===== src/core/cct_pkg.sv =====
package cct_pkg;

   localparam int NCH = 8;
   localparam int ADDR_W = 8;

   // Register indexes; byte address is four times the index
   localparam logic [5:0] IDX_MODE = 6'h00;
   localparam logic [5:0] IDX_FORCE = 6'h01;
   localparam logic [5:0] IDX_MASK = 6'h02;
   localparam logic [5:0] IDX_DATA = 6'h03;
   localparam logic [5:0] IDX_CNT_HI = 6'h04;
   localparam logic [5:0] IDX_CNT_LO = 6'h05;
   localparam logic [5:0] IDX_SYSCTL = 6'h06;
   localparam logic [5:0] IDX_ACTION = 6'h08;
   localparam logic [5:0] IDX_CHFLAG = 6'h0E;
   localparam logic [5:0] IDX_OVFLAG = 6'h0F;
   localparam logic [5:0] IDX_CH_FIRST = 6'h10;
   localparam logic [5:0] IDX_CH_LAST = 6'h1F;
   localparam logic [5:0] IDX_ACCFLAG = 6'h21;
   localparam logic [5:0] IDX_ACC_HI = 6'h22;
   localparam logic [5:0] IDX_ACC_LO = 6'h23;

   // Field positions
   localparam int SC_RUN = 7;
   localparam int SC_WAIT = 6;
   localparam int SC_FRZ = 5;
   localparam int SC_FFC = 4;
   localparam int OVF_BIT = 7;
   localparam int ACC_OVF_BIT = 1;
   localparam int ACC_IN_BIT = 0;

   // Reset values and prescaler
   localparam logic [7:0] RST_BYTE = 8'h00;
   localparam logic [15:0] RST_WORD = 16'h0000;
   localparam logic [5:0] PRE_LAST = 6'h3F;
   localparam logic [1:0] RESP_OKAY = 2'h0;
   localparam logic [1:0] RESP_SLVERR = 2'h2;

   typedef enum logic [1:0] {
      ACT_OFF = 2'b00,
      ACT_TOGGLE = 2'b01,
      ACT_LOW = 2'b10,
      ACT_HIGH = 2'b11
   } cct_act_e;

   typedef struct packed {
      logic timer_run;
      logic stop_in_wait;
      logic stop_in_freeze;
      logic fast_flag_clear;
   } cct_ctrl_s;

   localparam cct_ctrl_s RST_CTRL = '{1'b0, 1'b0, 1'b0, 1'b0};

   // Pin level after a compare action
   function automatic logic cct_apply(input logic cur, input logic [1:0] code);
      unique case (code)
         ACT_OFF: cct_apply = cur;
         ACT_TOGGLE: cct_apply = ~cur;
         ACT_LOW: cct_apply = 1'b0;
         ACT_HIGH: cct_apply = 1'b1;
      endcase
   endfunction

   // Channel register range decode
   function automatic logic cct_is_ch(input logic [5:0] idx);
      cct_is_ch = (idx >= IDX_CH_FIRST) && (idx <= IDX_CH_LAST);
   endfunction

endpackage


===== src/core/cct_count.sv =====
`timescale 1ns/10ps
module cct_count (
   // Clock and reset
   input wire logic aclk,
   input wire logic aresetn,
   // Run controls
   input wire logic pre_run,
   input wire logic cnt_run,
   // Test mode load
   input wire logic load,
   input wire logic [15:0] load_val,
   // Results
   output logic [15:0] count,
   output logic wrap,
   output logic tick64
);

   logic [5:0] pre;

   // Prescaler keeps running across counter loads, so the first period is unaligned
   always_ff @(posedge aclk) begin
      if (!aresetn) begin
         pre <= cct_pkg::PRE_LAST;
      end else if (pre_run) begin
         pre <= pre + 6'h01;
      end
   end

   // Divide-by-64 tick only while the timer is active
   always_ff @(posedge aclk) begin
      if (!aresetn) begin
         tick64 <= 1'b0;
      end else begin
         tick64 <= pre_run && (pre == cct_pkg::PRE_LAST);
      end
   end

   // Up counter; a load wins over counting
   always_ff @(posedge aclk) begin
      if (!aresetn) begin
         count <= cct_pkg::RST_WORD;
         wrap <= 1'b0;
      end else if (load) begin
         count <= load_val;
         wrap <= 1'b0;
      end else begin
         wrap <= cnt_run && (count == 16'hFFFF);
         if (cnt_run) begin
            count <= count + 16'h0001;
         end
      end
   end

endmodule


===== src/core/cct_top.sv =====
// Our own choice: register access over AXI4-Lite.
`timescale 1ns/10ps
module cct_top (
   // Clock and reset
   input wire logic aclk,
   input wire logic aresetn,
   // AXI4-Lite write address and data
   input wire logic [7:0] s_axi_awaddr,
   input wire logic s_axi_awvalid,
   output logic s_axi_awready,
   input wire logic [31:0] s_axi_wdata,
   input wire logic [3:0] s_axi_wstrb,
   input wire logic s_axi_wvalid,
   output logic s_axi_wready,
   // AXI4-Lite write response
   output logic [1:0] s_axi_bresp,
   output logic s_axi_bvalid,
   input wire logic s_axi_bready,
   // AXI4-Lite read
   input wire logic [7:0] s_axi_araddr,
   input wire logic s_axi_arvalid,
   output logic s_axi_arready,
   output logic [31:0] s_axi_rdata,
   output logic [1:0] s_axi_rresp,
   output logic s_axi_rvalid,
   input wire logic s_axi_rready,
   // Processor modes
   input wire logic wait_mode,
   input wire logic freeze_mode,
   input wire logic test_mode,
   // Accumulator events and clock
   input wire logic acc_overflow_evt,
   input wire logic acc_input_evt,
   output logic acc_tick64,
   output logic acc_run,
   // Channel pins
   input wire logic [7:0] pin_in,
   output logic [7:0] pin_out,
   output logic [7:0] pin_oe
);

   typedef enum logic {WR_COLLECT = 1'b0, WR_RESP = 1'b1} cct_wr_e;
   typedef enum logic {RD_IDLE = 1'b0, RD_DATA = 1'b1} cct_rd_e;

   cct_wr_e wr_state;
   cct_rd_e rd_state;
   logic aw_held, w_held;
   logic [5:0] wr_idx;
   logic [31:0] wr_data;
   logic [3:0] wr_strb;
   logic [7:0] channel_is_compare, ch7_compare_mask, ch7_compare_data;
   logic [15:0] action_codes;
   cct_pkg::cct_ctrl_s ctrl;
   logic [7:0] channel_flag;
   logic count_overflow_flag, accumulator_overflow_flag, accumulator_input_flag;
   logic [15:0] channel_compare_value [8];
   logic [7:0] pin_prev;
   logic [15:0] count;
   logic wrap, tick64;
   logic active, cnt_run, we, re;
   logic [5:0] rd_idx;
   logic [7:0] force_bit, match, capture, event_any, ch7_fire;
   logic [2:0] wr_ch, rd_ch;
   logic [15:0] next_count;
   logic [31:0] rd_word;

   ////////////////////////////////////////////////////////////////////////////
   // Register bus

   assign we = (wr_state == WR_COLLECT) && aw_held && w_held;
   assign re = s_axi_arvalid && s_axi_arready;
   assign rd_idx = s_axi_araddr[7:2];
   assign wr_ch = wr_idx[3:1];
   assign rd_ch = rd_idx[3:1];

   // Address and data are taken in either order, then one write is performed
   always_ff @(posedge aclk) begin
      if (!aresetn) begin
         wr_state <= WR_COLLECT;
         aw_held <= 1'b0;
         w_held <= 1'b0;
         s_axi_awready <= 1'b0;
         s_axi_wready <= 1'b0;
         s_axi_bvalid <= 1'b0;
         s_axi_bresp <= cct_pkg::RESP_OKAY;
         wr_idx <= 6'h00;
         wr_data <= 32'h00000000;
         wr_strb <= 4'h0;
      end else begin
         unique case (wr_state)
            WR_COLLECT: begin
               s_axi_awready <= !aw_held && !(s_axi_awvalid && s_axi_awready);
               s_axi_wready <= !w_held && !(s_axi_wvalid && s_axi_wready);
               if (s_axi_awvalid && s_axi_awready) begin
                  aw_held <= 1'b1;
                  wr_idx <= s_axi_awaddr[7:2];
               end
               if (s_axi_wvalid && s_axi_wready) begin
                  w_held <= 1'b1;
                  wr_data <= s_axi_wdata;
                  wr_strb <= s_axi_wstrb;
               end
               if (we) begin
                  wr_state <= WR_RESP;
                  s_axi_bvalid <= 1'b1;
                  s_axi_bresp <= map_ok(wr_idx) ? cct_pkg::RESP_OKAY : cct_pkg::RESP_SLVERR;
               end
            end
            WR_RESP: begin
               if (s_axi_bready) begin
                  wr_state <= WR_COLLECT;
                  s_axi_bvalid <= 1'b0;
                  aw_held <= 1'b0;
                  w_held <= 1'b0;
                  s_axi_awready <= 1'b1;
                  s_axi_wready <= 1'b1;
               end
            end
         endcase
      end
   end

   // Mapped indexes; anything else answers with a slave error
   function automatic logic map_ok(input logic [5:0] idx);
      map_ok = (idx <= cct_pkg::IDX_SYSCTL) || (idx == cct_pkg::IDX_ACTION)
         || (idx == cct_pkg::IDX_CHFLAG) || (idx == cct_pkg::IDX_OVFLAG)
         || cct_pkg::cct_is_ch(idx) || (idx == cct_pkg::IDX_ACCFLAG)
         || (idx == cct_pkg::IDX_ACC_HI) || (idx == cct_pkg::IDX_ACC_LO);
   endfunction

   // Read data mux
   always_comb begin
      rd_word = 32'h00000000;
      unique case (rd_idx)
         cct_pkg::IDX_MODE: rd_word[7:0] = channel_is_compare;
         cct_pkg::IDX_FORCE: rd_word[7:0] = cct_pkg::RST_BYTE;
         cct_pkg::IDX_MASK: rd_word[7:0] = ch7_compare_mask;
         cct_pkg::IDX_DATA: rd_word[7:0] = ch7_compare_data;
         cct_pkg::IDX_CNT_HI: rd_word[15:0] = count;
         cct_pkg::IDX_CNT_LO: rd_word[7:0] = count[7:0];
         cct_pkg::IDX_SYSCTL: rd_word[7:4] = ctrl;
         cct_pkg::IDX_ACTION: rd_word[15:0] = action_codes;
         cct_pkg::IDX_CHFLAG: rd_word[7:0] = channel_flag;
         cct_pkg::IDX_OVFLAG: rd_word[cct_pkg::OVF_BIT] = count_overflow_flag;
         cct_pkg::IDX_ACCFLAG: begin
            rd_word[cct_pkg::ACC_OVF_BIT] = accumulator_overflow_flag;
            rd_word[cct_pkg::ACC_IN_BIT] = accumulator_input_flag;
         end
         default: begin
            if (cct_pkg::cct_is_ch(rd_idx)) begin
               rd_word[15:0] = channel_compare_value[rd_ch];
            end
         end
      endcase
   end

   // Read channel: one word per request, answered the cycle after the address
   always_ff @(posedge aclk) begin
      if (!aresetn) begin
         rd_state <= RD_IDLE;
         s_axi_arready <= 1'b0;
         s_axi_rvalid <= 1'b0;
         s_axi_rdata <= 32'h00000000;
         s_axi_rresp <= cct_pkg::RESP_OKAY;
      end else begin
         unique case (rd_state)
            RD_IDLE: begin
               s_axi_arready <= !re;
               if (re) begin
                  rd_state <= RD_DATA;
                  s_axi_rvalid <= 1'b1;
                  s_axi_rdata <= rd_word;
                  s_axi_rresp <= map_ok(rd_idx) ? cct_pkg::RESP_OKAY : cct_pkg::RESP_SLVERR;
               end
            end
            RD_DATA: begin
               if (s_axi_rready) begin
                  rd_state <= RD_IDLE;
                  s_axi_rvalid <= 1'b0;
                  s_axi_arready <= 1'b1;
               end
            end
         endcase
      end
   end

   ////////////////////////////////////////////////////////////////////////////
   // Control registers

   // Plain read-write control
   always_ff @(posedge aclk) begin
      if (!aresetn) begin
         channel_is_compare <= cct_pkg::RST_BYTE;
         ch7_compare_mask <= cct_pkg::RST_BYTE;
         ch7_compare_data <= cct_pkg::RST_BYTE;
         ctrl <= cct_pkg::RST_CTRL;
         action_codes <= cct_pkg::RST_WORD;
      end else if (we && wr_strb[0]) begin
         unique case (wr_idx)
            cct_pkg::IDX_MODE: channel_is_compare <= wr_data[7:0];
            cct_pkg::IDX_MASK: ch7_compare_mask <= wr_data[7:0];
            cct_pkg::IDX_DATA: ch7_compare_data <= wr_data[7:0];
            cct_pkg::IDX_SYSCTL: ctrl <= wr_data[7:4];
            cct_pkg::IDX_ACTION: begin
               action_codes[7:0] <= wr_data[7:0];
               if (wr_strb[1]) begin
                  action_codes[15:8] <= wr_data[15:8];
               end
            end
            default: ;
         endcase
      end
   end

   // Compare values, byte lanes 0 and 1; a write never costs another channel its capture
   always_ff @(posedge aclk) begin
      if (!aresetn) begin
         for (int i = 0; i < cct_pkg::NCH; i++) begin
            channel_compare_value[i] <= cct_pkg::RST_WORD;
         end
      end else begin
         for (int i = 0; i < cct_pkg::NCH; i++) begin
            if (capture[i]) begin
               channel_compare_value[i] <= count;
            end
         end
         if (we && cct_pkg::cct_is_ch(wr_idx) && channel_is_compare[wr_ch]) begin
            if (wr_strb[0]) begin
               channel_compare_value[wr_ch][7:0] <= wr_data[7:0];
            end
            if (wr_strb[1]) begin
               channel_compare_value[wr_ch][15:8] <= wr_data[15:8];
            end
         end
      end
   end

   ////////////////////////////////////////////////////////////////////////////
   // Counter

   // Wait stop halts everything; freeze stop halts the count only
   assign active = ctrl.timer_run && !(ctrl.stop_in_wait && wait_mode);
   assign cnt_run = active && !(ctrl.stop_in_freeze && freeze_mode);

   // Word write at the high index loads both bytes; low index loads one
   always_comb begin
      next_count = count;
      if (wr_idx == cct_pkg::IDX_CNT_HI) begin
         if (wr_strb[0]) begin
            next_count[7:0] = wr_data[7:0];
         end
         if (wr_strb[1]) begin
            next_count[15:8] = wr_data[15:8];
         end
      end else if (wr_strb[0]) begin
         next_count[7:0] = wr_data[7:0];
      end
   end

   cct_count u_count (
      .aclk(aclk),
      .aresetn(aresetn),
      .pre_run(active),
      .cnt_run(cnt_run),
      .load(we && test_mode && ((wr_idx == cct_pkg::IDX_CNT_HI)
         || (wr_idx == cct_pkg::IDX_CNT_LO))),
      .load_val(next_count),
      .count(count),
      .wrap(wrap),
      .tick64(tick64)
   );

   // Accumulator clock and run level, registered for clean outputs
   always_ff @(posedge aclk) begin
      if (!aresetn) begin
         acc_tick64 <= 1'b0;
         acc_run <= 1'b0;
      end else begin
         acc_tick64 <= tick64;
         acc_run <= !(ctrl.stop_in_wait && wait_mode);
      end
   end

   ////////////////////////////////////////////////////////////////////////////
   // Channel events

   // Forces apply to compare channels only; a match needs a moving counter
   always_comb begin
      for (int i = 0; i < cct_pkg::NCH; i++) begin
         force_bit[i] = we && wr_strb[0] && (wr_idx == cct_pkg::IDX_FORCE)
            && wr_data[i] && channel_is_compare[i];
         match[i] = cnt_run && channel_is_compare[i] && (count == channel_compare_value[i]);
         capture[i] = active && !channel_is_compare[i] && pin_in[i] && !pin_prev[i];
      end
   end
   assign event_any = match | force_bit;
   assign ch7_fire = {cct_pkg::NCH{event_any[7]}} & ch7_compare_mask & channel_is_compare;

   // Capture on rising pin edges
   always_ff @(posedge aclk) begin
      if (!aresetn) begin
         pin_prev <= cct_pkg::RST_BYTE;
      end else begin
         pin_prev <= pin_in;
      end
   end

   // Channel 7 data overrides any local action on masked pins
   always_ff @(posedge aclk) begin
      if (!aresetn) begin
         pin_out <= cct_pkg::RST_BYTE;
         pin_oe <= cct_pkg::RST_BYTE;
      end else begin
         for (int i = 0; i < cct_pkg::NCH; i++) begin
            pin_oe[i] <= channel_is_compare[i]
               && (ch7_compare_mask[i] || (action_codes[2*i +: 2] != cct_pkg::ACT_OFF));
            if (ch7_fire[i]) begin
               pin_out[i] <= ch7_compare_data[i];
            end else if (event_any[i]) begin
               pin_out[i] <= cct_pkg::cct_apply(pin_out[i], action_codes[2*i +: 2]);
            end
         end
      end
   end

   ////////////////////////////////////////////////////////////////////////////
   // Flags: a set in the same cycle as a clear wins

   // Channel flags; a force masks its own match
   always_ff @(posedge aclk) begin
      if (!aresetn) begin
         channel_flag <= cct_pkg::RST_BYTE;
      end else begin
         for (int i = 0; i < cct_pkg::NCH; i++) begin
            if ((match[i] && !force_bit[i]) || capture[i]) begin
               channel_flag[i] <= 1'b1;
            end else if (we && wr_strb[0] && (wr_idx == cct_pkg::IDX_CHFLAG) && wr_data[i]) begin
               channel_flag[i] <= 1'b0;
            end else if (ctrl.fast_flag_clear && (
               (re && cct_pkg::cct_is_ch(rd_idx) && rd_ch == i && !channel_is_compare[i])
               || (we && cct_pkg::cct_is_ch(wr_idx) && wr_ch == i && channel_is_compare[i]))) begin
               channel_flag[i] <= 1'b0;
            end
         end
      end
   end

   // Overflow flag
   always_ff @(posedge aclk) begin
      if (!aresetn) begin
         count_overflow_flag <= 1'b0;
      end else if (wrap) begin
         count_overflow_flag <= 1'b1;
      end else if (we && wr_strb[0] && (wr_idx == cct_pkg::IDX_OVFLAG)
         && wr_data[cct_pkg::OVF_BIT]) begin
         count_overflow_flag <= 1'b0;
      end else if (ctrl.fast_flag_clear && (
         (re && (rd_idx == cct_pkg::IDX_CNT_HI || rd_idx == cct_pkg::IDX_CNT_LO))
         || (we && (wr_idx == cct_pkg::IDX_CNT_HI || wr_idx == cct_pkg::IDX_CNT_LO)))) begin
         count_overflow_flag <= 1'b0;
      end
   end

   // Accumulator flags, set by the accumulator's own events
   always_ff @(posedge aclk) begin
      if (!aresetn) begin
         accumulator_overflow_flag <= 1'b0;
         accumulator_input_flag <= 1'b0;
      end else begin
         if (acc_overflow_evt) begin
            accumulator_overflow_flag <= 1'b1;
         end else if (acc_clear(cct_pkg::ACC_OVF_BIT)) begin
            accumulator_overflow_flag <= 1'b0;
         end
         if (acc_input_evt) begin
            accumulator_input_flag <= 1'b1;
         end else if (acc_clear(cct_pkg::ACC_IN_BIT)) begin
            accumulator_input_flag <= 1'b0;
         end
      end
   end

   // Write-one clear or fast clear by count access
   function automatic logic acc_clear(input int b);
      acc_clear = (we && wr_strb[0] && (wr_idx == cct_pkg::IDX_ACCFLAG) && wr_data[b])
         || (ctrl.fast_flag_clear
         && ((re && (rd_idx == cct_pkg::IDX_ACC_HI || rd_idx == cct_pkg::IDX_ACC_LO))
         || (we && (wr_idx == cct_pkg::IDX_ACC_HI || wr_idx == cct_pkg::IDX_ACC_LO))));
   endfunction
endmodule


===== config.mk =====
export PLATFORM = sky130hd
export DESIGN_NAME = cct_top
export DESIGN_NICKNAME = d
export VERILOG_FILES = /design/src/core/cct_pkg.sv /design/src/core/cct_count.sv /design/src/core/cct_top.sv
export SDC_FILE = /design/constraint.sdc
export NUM_CORES = 1
export LEC_CHECK = 0
export BUFFER_PORTS_ARGS = -buffer_cell sky130_fd_sc_hd__clkbuf_2
export CAP_MARGIN = 40
export CORE_MARGIN = 4
export CORE_UTILIZATION = 55
export DETAILED_ROUTE_END_ITERATION = 6
export PLACE_DENSITY = 0.82
export SKIP_CTS_REPAIR_TIMING = 1
export SYNTH_ARGS = -nofsm -noshare
export SYNTH_HDL_FRONTEND = slang
export SYNTH_SLANG_ARGS = --single-unit

===== constraint.sdc =====
create_clock -name aclk -period 2.25 [get_ports aclk]
set_input_delay 0.3375 -clock aclk [delete_from_list [all_inputs] [get_ports aclk]]
set_output_delay 0.3375 -clock aclk [all_outputs]
set_load 0.02 [all_outputs]

After elaboration in Yosys (flattened, before gate mapping). Memory sizes are Yosys's and may differ from the RTL's. Index checks and enable logic that the tools add are counted.

Bitwise gates (word level): 22. Reduce and logical (&&, ||, !) cells: 302. Eq/ne operators: 89. Divide/modulo/power cells: 0. Multiplexer cells: 132. Add/subtract/negate cells: 2. Multiply operators: 0. Shifts and indexed selects: 0. Order comparisons: 7.

Operators by type and width (count): $mux 16 (11); $logic_and 1x1->1 (154); $eq 16x16->1 (8); $mux 1 (93); $logic_or 1x1->1 (46); $reduce_and 2->1 (22); $eq 6x6->1 const B (7); $reduce_bool 2->1 (19); $eq 6x3->1 const B (6); $eq 6x4->1 const B (6); $eq 2x2->1 const B (16); $logic_not 1->1 (31); $ne 2x2->1 const B (15); $reduce_bool 3->1 (9); $eq 3x3->1 const B (8); $eq 6x2->1 const B (4); $mux 8 (3); $pmux 1 s3 (8); $pmux 3 s8 (1); $pmux 8 s3 (1); $pmux 1 s2 (9); $add 16x1->16 const B (1); $and 8x8->8 (2); $eq 16x16->1 const B (1); other kinds (26) (73).

Register bits after elaboration: 158. Bits in latches: 0. Output and inout bits: 59. Memory bits (writable): 128. Memories kept: 1. ROM bits: 0.

Memory list: channel_compare_value (words 8, bits a word 16, rd ports 9, clocked after Yosys merged registers in 0, wr ports 9, line cct_top.sv:56) `logic [15:0] channel_compare_value [8];`.

Depth between registers and ports, before layout. Gate-level depths: netlist of run 1.

Depth in word-level cells: 12. Depth in mapped cells: 9. Mapped depth without buffers: 7.

Cells and area by module. Synthesis of run 1 repeated with hierarchy kept, for this count alone.

Cells, all modules: 1618. Area, all modules: 16223.1 um^2.

Modules (own cells, without submodules): cct_top (instances 1, seq. area each 6486.2 um^2, cells an instance 1482, area an instance 15011.9 um^2); cct_count (instances 1, seq. area each 480.5 um^2, cells an instance 136, area an instance 1211.2 um^2).

Worst setup path before layout of run 1. OpenSTA, ideal clock, no wires.

Path kind: reg-to-reg. Start: register wr_idx[1]. End: memory channel_compare_value[3][0] (enable). Stages on the path, launching flop included: 9. Path buffers: 2. Path slack: -183 ps. Data arrival time: 2139 ps. Setup time: 294 ps. Required time: 1956 ps. Clock period less this slack: 2433 ps. Path through: dfxtp_1 buf_2 mux4_2 mux2_2 and3_4 nand2_2 buf_6 nor2_2 or3_1.

RTL lines: start: declaration (line cct_top.sv:48) `logic [5:0] wr_idx;`; start signal: assignment (line cct_top.sv:96) `wr_idx <= s_axi_awaddr[7:2];`; end: declaration (line cct_top.sv:56).

Worst setup path in the final report of run 1.
Start: register ctrl[3] (netlist name). End: register u_count.count[6].

Longest elaborated chain between the ends: 4.

Ends and longest elaborated chain: start: declaration (line cct_top.sv:53) `cct_pkg::cct_ctrl_s ctrl;`; start signal: assignment (line cct_top.sv:196) `ctrl <= cct_pkg::RST_CTRL;`; start signal: assignment (line cct_top.sv:203) `cct_pkg::IDX_SYSCTL: ctrl <= wr_data[7:4];`; $logic_and 1x1->1 (line cct_top.sv:242) `assign active = ctrl.timer_run && !(ctrl.stop_in_wait && wait_mode);`; $logic_and 1x1->1 (line cct_top.sv:243) `assign cnt_run = active && !(ctrl.stop_in_freeze && freeze_mode);`; $reduce_bool 2->1 (no source line); $reduce_and 2->1 (no source line); end signal: assignment (line cct_count.sv:41) `count <= cct_pkg::RST_WORD;`; end signal: assignment (line cct_count.sv:44) `count <= load_val;`; end signal: assignment (line cct_count.sv:49) `count <= count + 16'h0001;`; end: declaration (line cct_count.sv:13) `output logic [15:0] count,`.

Every way passes these cells. A chain may end at the register's enable or synchronous reset.

==> impl_metrics.csv, run 1 <==
group,metric,value,unit
synth,synth.yosys.warnings,0,
floorplan,design.core.area,28090,um2
sta,holdWs,-0.01202,ns
sta,fin_setup_tns,-0.05822,ns
clock_tree,cts_sinks,284,
drt,drc,4,
final_layout,final_common_cell,"buf_4",
clock_tree,clock_latency,0.57,ns
worst_setup_path,worst-path-max-fanout,6,
placement,place_area,17580,um2
synth,synth_edf_count,128,
final_layout,multi_input_area,8242,um2
clock_tree,clkSlewWorstSetupHoldPaths,0.06,ns
power_and_ir_drop,peakVddDrop,0.0006186,V
sta,slew_violations,0,
drt,dr_wl_met3,6935,um
final_layout,fin_nets,1831,
sta,fin_crit_sh,101.4,%
global_routing,grt_pass1_wl,82410,um
power_and_ir_drop,power.density,613.6,nW/um2
final_layout,nFillCells,2181,
synth,ys_ff_latch,284,
run,cap_viol_max_count,0,
clock_tree,htree_levels,1,
worst_setup_path,crit_arrival,2.70,ns
synth,avgSynthCellArea,9.865,um2
global_routing,grt_antenna_before_repair,0,
synth,synth_area_leader_cell,"edfxtp_1",
worst_setup_path,worstSetupEndpointType,"flop",
drt,vias,14340,
synth,async_reset_ff_share,0,%
sta,finalHoldViolations,13,
floorplan,start_util,56.41,%
final_layout,final_cell_mix,"buf_4, dfxtp_1, nand2_1, edfxtp_1, a21oi_1",
clock_tree,cts_tree,"built",
final_layout,fin_area,18610,um2
synth,ys_seq_area_share,43.97,%
drt,drt_iter0_drc,2237,
worst_setup_path,cp-start-kind,"flop",
drt,drt-met1-wl,19820,um
global_routing,grt_usage,34.30,%
final_layout,antennaDiodeCount,0,
outcome,violations,"DRC, hold timing, setup timing",
floorplan,ios,131,
drt,drt.antenna.violating_nets,0,
placement,portBuffers,90,
synth,netlist_area,15840,um2
global_routing,grt_start_max_net_pins,50,
sta,slew-limit-headroom,58.01,%
sta,worst_pin_slew,0.6211,ns
drt,drt-total-wl,54770,um
synth,synthDistinctLibCells,70,
sta,period_minus_slack,2.282,ns
final_layout,final-seq-area,6973,um2
drt,drt-wirelength-per-cell,25.38,um
clock_tree,numCtsBuffers,30,
drt,dr.pass1.iters,7,
floorplan,die_area,31580,um2
floorplan,dieWidth,177.7,um
sta,fmax,0.4382,GHz
power_and_ir_drop,leakage,7.324,nW
synth,syn_inst,1606,
outcome,status,"finished, violations left",
placement,dp_slack,-0.08552,ns
global_routing,grt_pass1_vias,13949,
sta,rsz0062_at_grt,"true",
floorplan,rows,61,
sta,finClkSkew,0.01585,ns
sta,layout_setup_ws,-0.03221,ns
placement,gp_congestion,1.003,
final_layout,fin_util,66.26,%
drt,viasPerCell,6.645,
clock_tree,cts_buffer_depth,3,
placement,hpwl,40810,um
worst_setup_path,path_class,"flop to flop",
floorplan,die_y,177.7,um
drt,top_layer,"met4",
clock_tree,clock-root-buffer,"clkbuf_16",
synth,synth_area_leaders,"edfxtp_1, dfxtp_1, a22o_1",
worst_setup_path,required,2.67,ns
synth,synthDominantCellAreaShare,24.26,%
sta,setup_viol,5,
final_layout,syn_to_final_growth,17.46,%
drt,route.met2.wl,24310,um
final_layout,drive_gt1_share,25.34,%
hold_path,worstHoldPathType,"input pin to flop",
global_routing,overflow,0,
synth,synthFlopType,"dfxtp_1",
[routing by layer]
layer	up-vias	global-route usage (%)
li1	6230	-
met1	6852	44.42
met2	1051	53.13
met3	207	8.074
met4	0	19.14
met5	-	0
[layout make-up]
class / count / share of cell area [%]
clock inverters: 12 / 0.5312
inverters: 18 / 0.3698
clock buffers: 43 / 4.444
multi-input cells: 1158 / 44.29
flip-flops and latches: 284 / 37.47
repair buffers: 265 / 10.35
well taps: 378 / 2.542
[critical path: stages, from the launching register on]
cell       delay (ns)
dfxtp_1          0.33
buf_4            0.12
a21bo_2          0.30
a21oi_1          0.16
buf_4            0.23
nand2b_1         0.15
nor3_2           0.26
nor3_1           0.08
a2111oi_1        0.50
[report_power, final]
part	switching [mW]	internal [mW]	leakage (nW)
Combinational	0.607	0.397	4.28
Sequential	0.158	5.53	2.59
Clock	2.06	2.67	0.453
[cell families after synthesis]
kind of cell	count (synthesis)	synth area share [%]
muxes	118	10.54
adders and majority gates	2	0.1579
xor gates and xnor gates	135	7.463
AOI/OAI and AO/OA	379	16.64
other	1	0.02367
DFF	284	43.97
buffers and inverters	181	4.968
and+or+nand+nor	506	16.23
[metrics by stage]
step / total power, mW / cells / hold slack [ns]
2_1_floorplan: 6.348 / 1623 / 0.4119
3_3_place_gp: 6.736 / 2100 / 0.4333
3_5_place_dp: 6.758 / 2100 / 0.4361
4_1_cts: 11.39 / 2155 / -0.02234
5_1_grt: 11.71 / 2158 / 0.004614
6_report: 11.42 / 2158 / -0.01202
[synthesized netlist by cell type, types with 4 or more instances]
cell and number:
dfxtp_1 156, nand2_1 149, edfxtp_1 128, a21oi_1 110
clkbuf_1 106, a22o_1 98, nor2_1 76, nand3_1 74
xor2_1 70, xnor2_1 65, o21ai_0 62, mux2_2 51
mux4_2 34, mux2i_1 33, nor3_1 30, and2_1 28
nor4_1 28, nand4_1 25, buf_1 19, buf_4 19
inv_1 18, a221oi_1 17, buf_2 16, nand3b_1 16
and3_1 14, nor2_2 13, a31oi_1 10, o211ai_1 10
a22oi_1 9, and4_1 8, nand2b_1 8, o311a_1 8
or2_2 8, a41oi_1 7, a2bb2oi_1 6, a21boi_0 5
o31ai_1 5, or3_1 5, a211oi_1 4, nor3b_1 4
nor4b_1 4, o21a_1 4
[path summary, 6_finish.rpt]
check | startpoint | endpoint | slack [ns] | cells after the start
min | pin_in[4] | pin_prev[4] | -0.01 | 2
max | ctrl[3] | u_count.count[6] | -0.03 | 8
min reg2reg | u_count.tick64 | acc_tick64 | 0.45 | 1
max reg2reg | ctrl[3] | u_count.count[6] | -0.03 | 8
[flip-flops by register name (all words and copies together), names as in the netlist, 2 cells and up]
signal / flops
ctrl: 4
channel_is_compare: 8
pin_oe: 8
u_count.count: 16
pin_out: 8
ch7_compare_data: 8
channel_compare_value: 128
wr_strb: 2
wr_data: 16
action_codes: 16
pin_prev: 8
channel_flag: 8
u_count.pre: 6
s_axi_rdata: 16
ch7_compare_mask: 8
wr_idx: 6
(Power assumes the default switching activity.)
==> run 2, diff against run 1 <==
- CORE_UTILIZATION: 55 -> 65
- PLACE_DENSITY: 0.82 -> 0.91
- clock period: 2.25 -> 2.9 ns (I/O delays scaled with it)
==> impl_metrics.csv, run 2 (synthesis gave the netlist of run 1 again) <==
group,metric,value,unit
outcome,status,"finished, violations left",
outcome,violations,"DRC",
final_layout,final_common_cell,"dfxtp_1",
placement,portBuffers,90,
worst_setup_path,critical-path-slowest-cell,"o21ai_0",
global_routing,grt_antenna_before_repair,1,
clock_tree,cts_buffer_depth,3,
sta,slew_violations,0,
drt,dr_wl_met3,8685,um
power_and_ir_drop,power.density,504.8,nW/um2
final_layout,final-seq-area,6967,um2
sta,fin_crit_sh,96.82,%
final_layout,antennaDiodeCount,0,
sta,slew-limit-headroom,36.76,%
final_layout,largest_reg_flops,128,
final_layout,nFillCells,1532,
worst_setup_path,crit_buf_inv,0,
clock_tree,clock_latency,0.56,ns
drt,route.met2.wl,24450,um
drt,drt-wirelength-per-cell,27.53,um
clock_tree,clock-root-buffer,"clkbuf_16",
hold_path,worst_hold_startpoint,"acc_overflow_evt",
floorplan,rows,56,
final_layout,final_cell_mix,"dfxtp_1, nand2_1, edfxtp_1, a21oi_1, a22o_1",
final_layout,top_register,"channel_compare_value",
final_layout,drive_gt1_share,21.16,%
floorplan,start_util,66.70,%
placement,dpl.cell_count,1967,
global_routing,grt_pass1_vias,14130,
drt,drc,20,
worst_setup_path,rrSetupSlack,0.09,ns
drt,vias,14571,
hold_path,hold_depth,3,
worst_setup_path,cp-start-kind,"flop",
hold_path,whs_endpoint,"accumulator_overflow_flag",
clock_tree,cts_sinks,284,
run,cap_viol_max_count,0,
drt,drt-total-wl,55610,um
sta,finClkSkew,0.02035,ns
worst_setup_path,r2r_cells,6,
clock_tree,numCtsBuffers,29,
final_layout,syn_to_final_growth,12.05,%
worst_setup_path,max_stage_delay,0.74,ns
sta,fmax,0.3562,GHz
final_layout,multi_input_area,8158,um2
global_routing,grt_pass1_wl,83060,um
floorplan,ios,131,
floorplan,die_area,26940,um2
drt,viasPerCell,7.213,
sta,worst_pin_slew,0.9479,ns
floorplan,die_y,164.1,um
sta,period_minus_slack,2.808,ns
sta,rsz0062_at_grt,"false",
floorplan,design.core.area,23750,um2
worst_setup_path,path_cells,"xnor2_1 -> and4_1 -> nor4bb_1 -> a32oi_1 -> o21ai_0 -> a21oi_1",
global_routing,overflow,0,
worst_setup_path,worst-path-max-fanout,9,
power_and_ir_drop,finalPower,8.961,mW
power_and_ir_drop,leakage,6.833,nW
global_routing,grt_start_max_net_pins,63,
hold_path,worstHoldPathType,"input pin to flop",
placement,hpwl,38750,um
global_routing,grt_usage,40.68,%
clock_tree,htree_levels,1,
worst_setup_path,worstSetupEndpointType,"flop",
floorplan,dieWidth,164.1,um
clock_tree,cts_tree,"built",
drt,dr.pass1.iters,7,
sta,finalHoldViolations,0,
placement,gp_congestion,1.055,
worst_setup_path,crit_arrival,3.20,ns
power_and_ir_drop,peakVddDrop,0.0005326,V
sta,setup_viol,0,
worst_setup_path,r2r-start,"u_count.count[13]",
clock_tree,clkSlewWorstSetupHoldPaths,0.07,ns
worst_setup_path,startpoint,"u_count.count[13]",
worst_setup_path,path_delay_family,"compound AO/OA/AOI/OAI gates",
worst_setup_path,r2r-end,"pin_out[6]",
drt,drt.antenna.violating_nets,0,
final_layout,fin_nets,1753,
drt,top_layer,"met5",
final_layout,stdcell_count,2020,
drt,drt-met1-wl,18310,um
drt,drt_iter0_drc,2645,
worst_setup_path,required,3.30,ns
worst_setup_path,path_class,"flop to flop",
sta,fin_setup_tns,0,ns
sta,holdWs,0.09008,ns
[run 2: cell count changes in the layout (fill, tap and decap cells not counted), moves of 4 or more]
| cell | previous run | this run |
|---|---|---|
| buf_12 | 12 | 2 |
| buf_4 | 159 | 96 |
| clkbuf_1 | 9 | 4 |
| dfxtp_1 | 151 | 156 |
| dfxtp_2 | 5 | 0 |
| or3_1 | 1 | 5 |
| or3_4 | 4 | 0 |
[run 2: worst register-to-register path, cell delays in order (launching register included)]
cell and delay, ns:
dfxtp_1 0.66, xnor2_1 0.28, and4_1 0.23, nor4bb_1 0.41
a32oi_1 0.28, o21ai_0 0.74, a21oi_1 0.09
[run 2: metal layers]
layer  GRT usage [%]  vias to the layer above
met3           12.17                      336
met1           51.08                     6758
met2           63.38                     1402
met5               0                        -
met4           21.92                        2
li1                -                     6073
[run 2: where the power goes]
part           switching [mW]  internal [mW]
logic                   0.478          0.265
clock network            1.65           2.16
registers               0.121           4.29
total                    2.25           6.71
[run 2: worst max path at each step]
stage,endpoint,slack [ns],cells past startpoint
after global routing,channel_compare_value[3][7],0.04,6
after global placement,channel_compare_value[3][4],0.28,6
after CTS,channel_compare_value[1][10],0.20,6
after detailed placement,channel_compare_value[1][10],0.22,6
after floorplan,channel_compare_value[3][0],0.47,8
final,pin_out[6],0.09,6
[run 2: cell type report]
cell class,instances,share of cell area [%]
Inverter,18,0.3806
Timing Repair Buffer,188,6.823
Tap cell,319,2.248
Multi-Input combinational cell,1158,45.95
Clock inverter,18,1.022
Clock buffer,35,4.328
Sequential cell,284,39.24
[run 2: through the flow]
| step | setup WS [ns] | util [%] | cell area, um2 |
|---|---|---|---|
| 2_1_floorplan | 0.4670 | - | 15910 |
| 3_3_place_gp | 0.2842 | 70.74 | 16800 |
| 3_5_place_dp | 0.2229 | 70.74 | 16800 |
| 4_1_cts | 0.1996 | 74.74 | 17750 |
| 5_1_grt | 0.03775 | 74.74 | 17750 |
| 6_report | 0.09223 | 74.74 | 17750 |
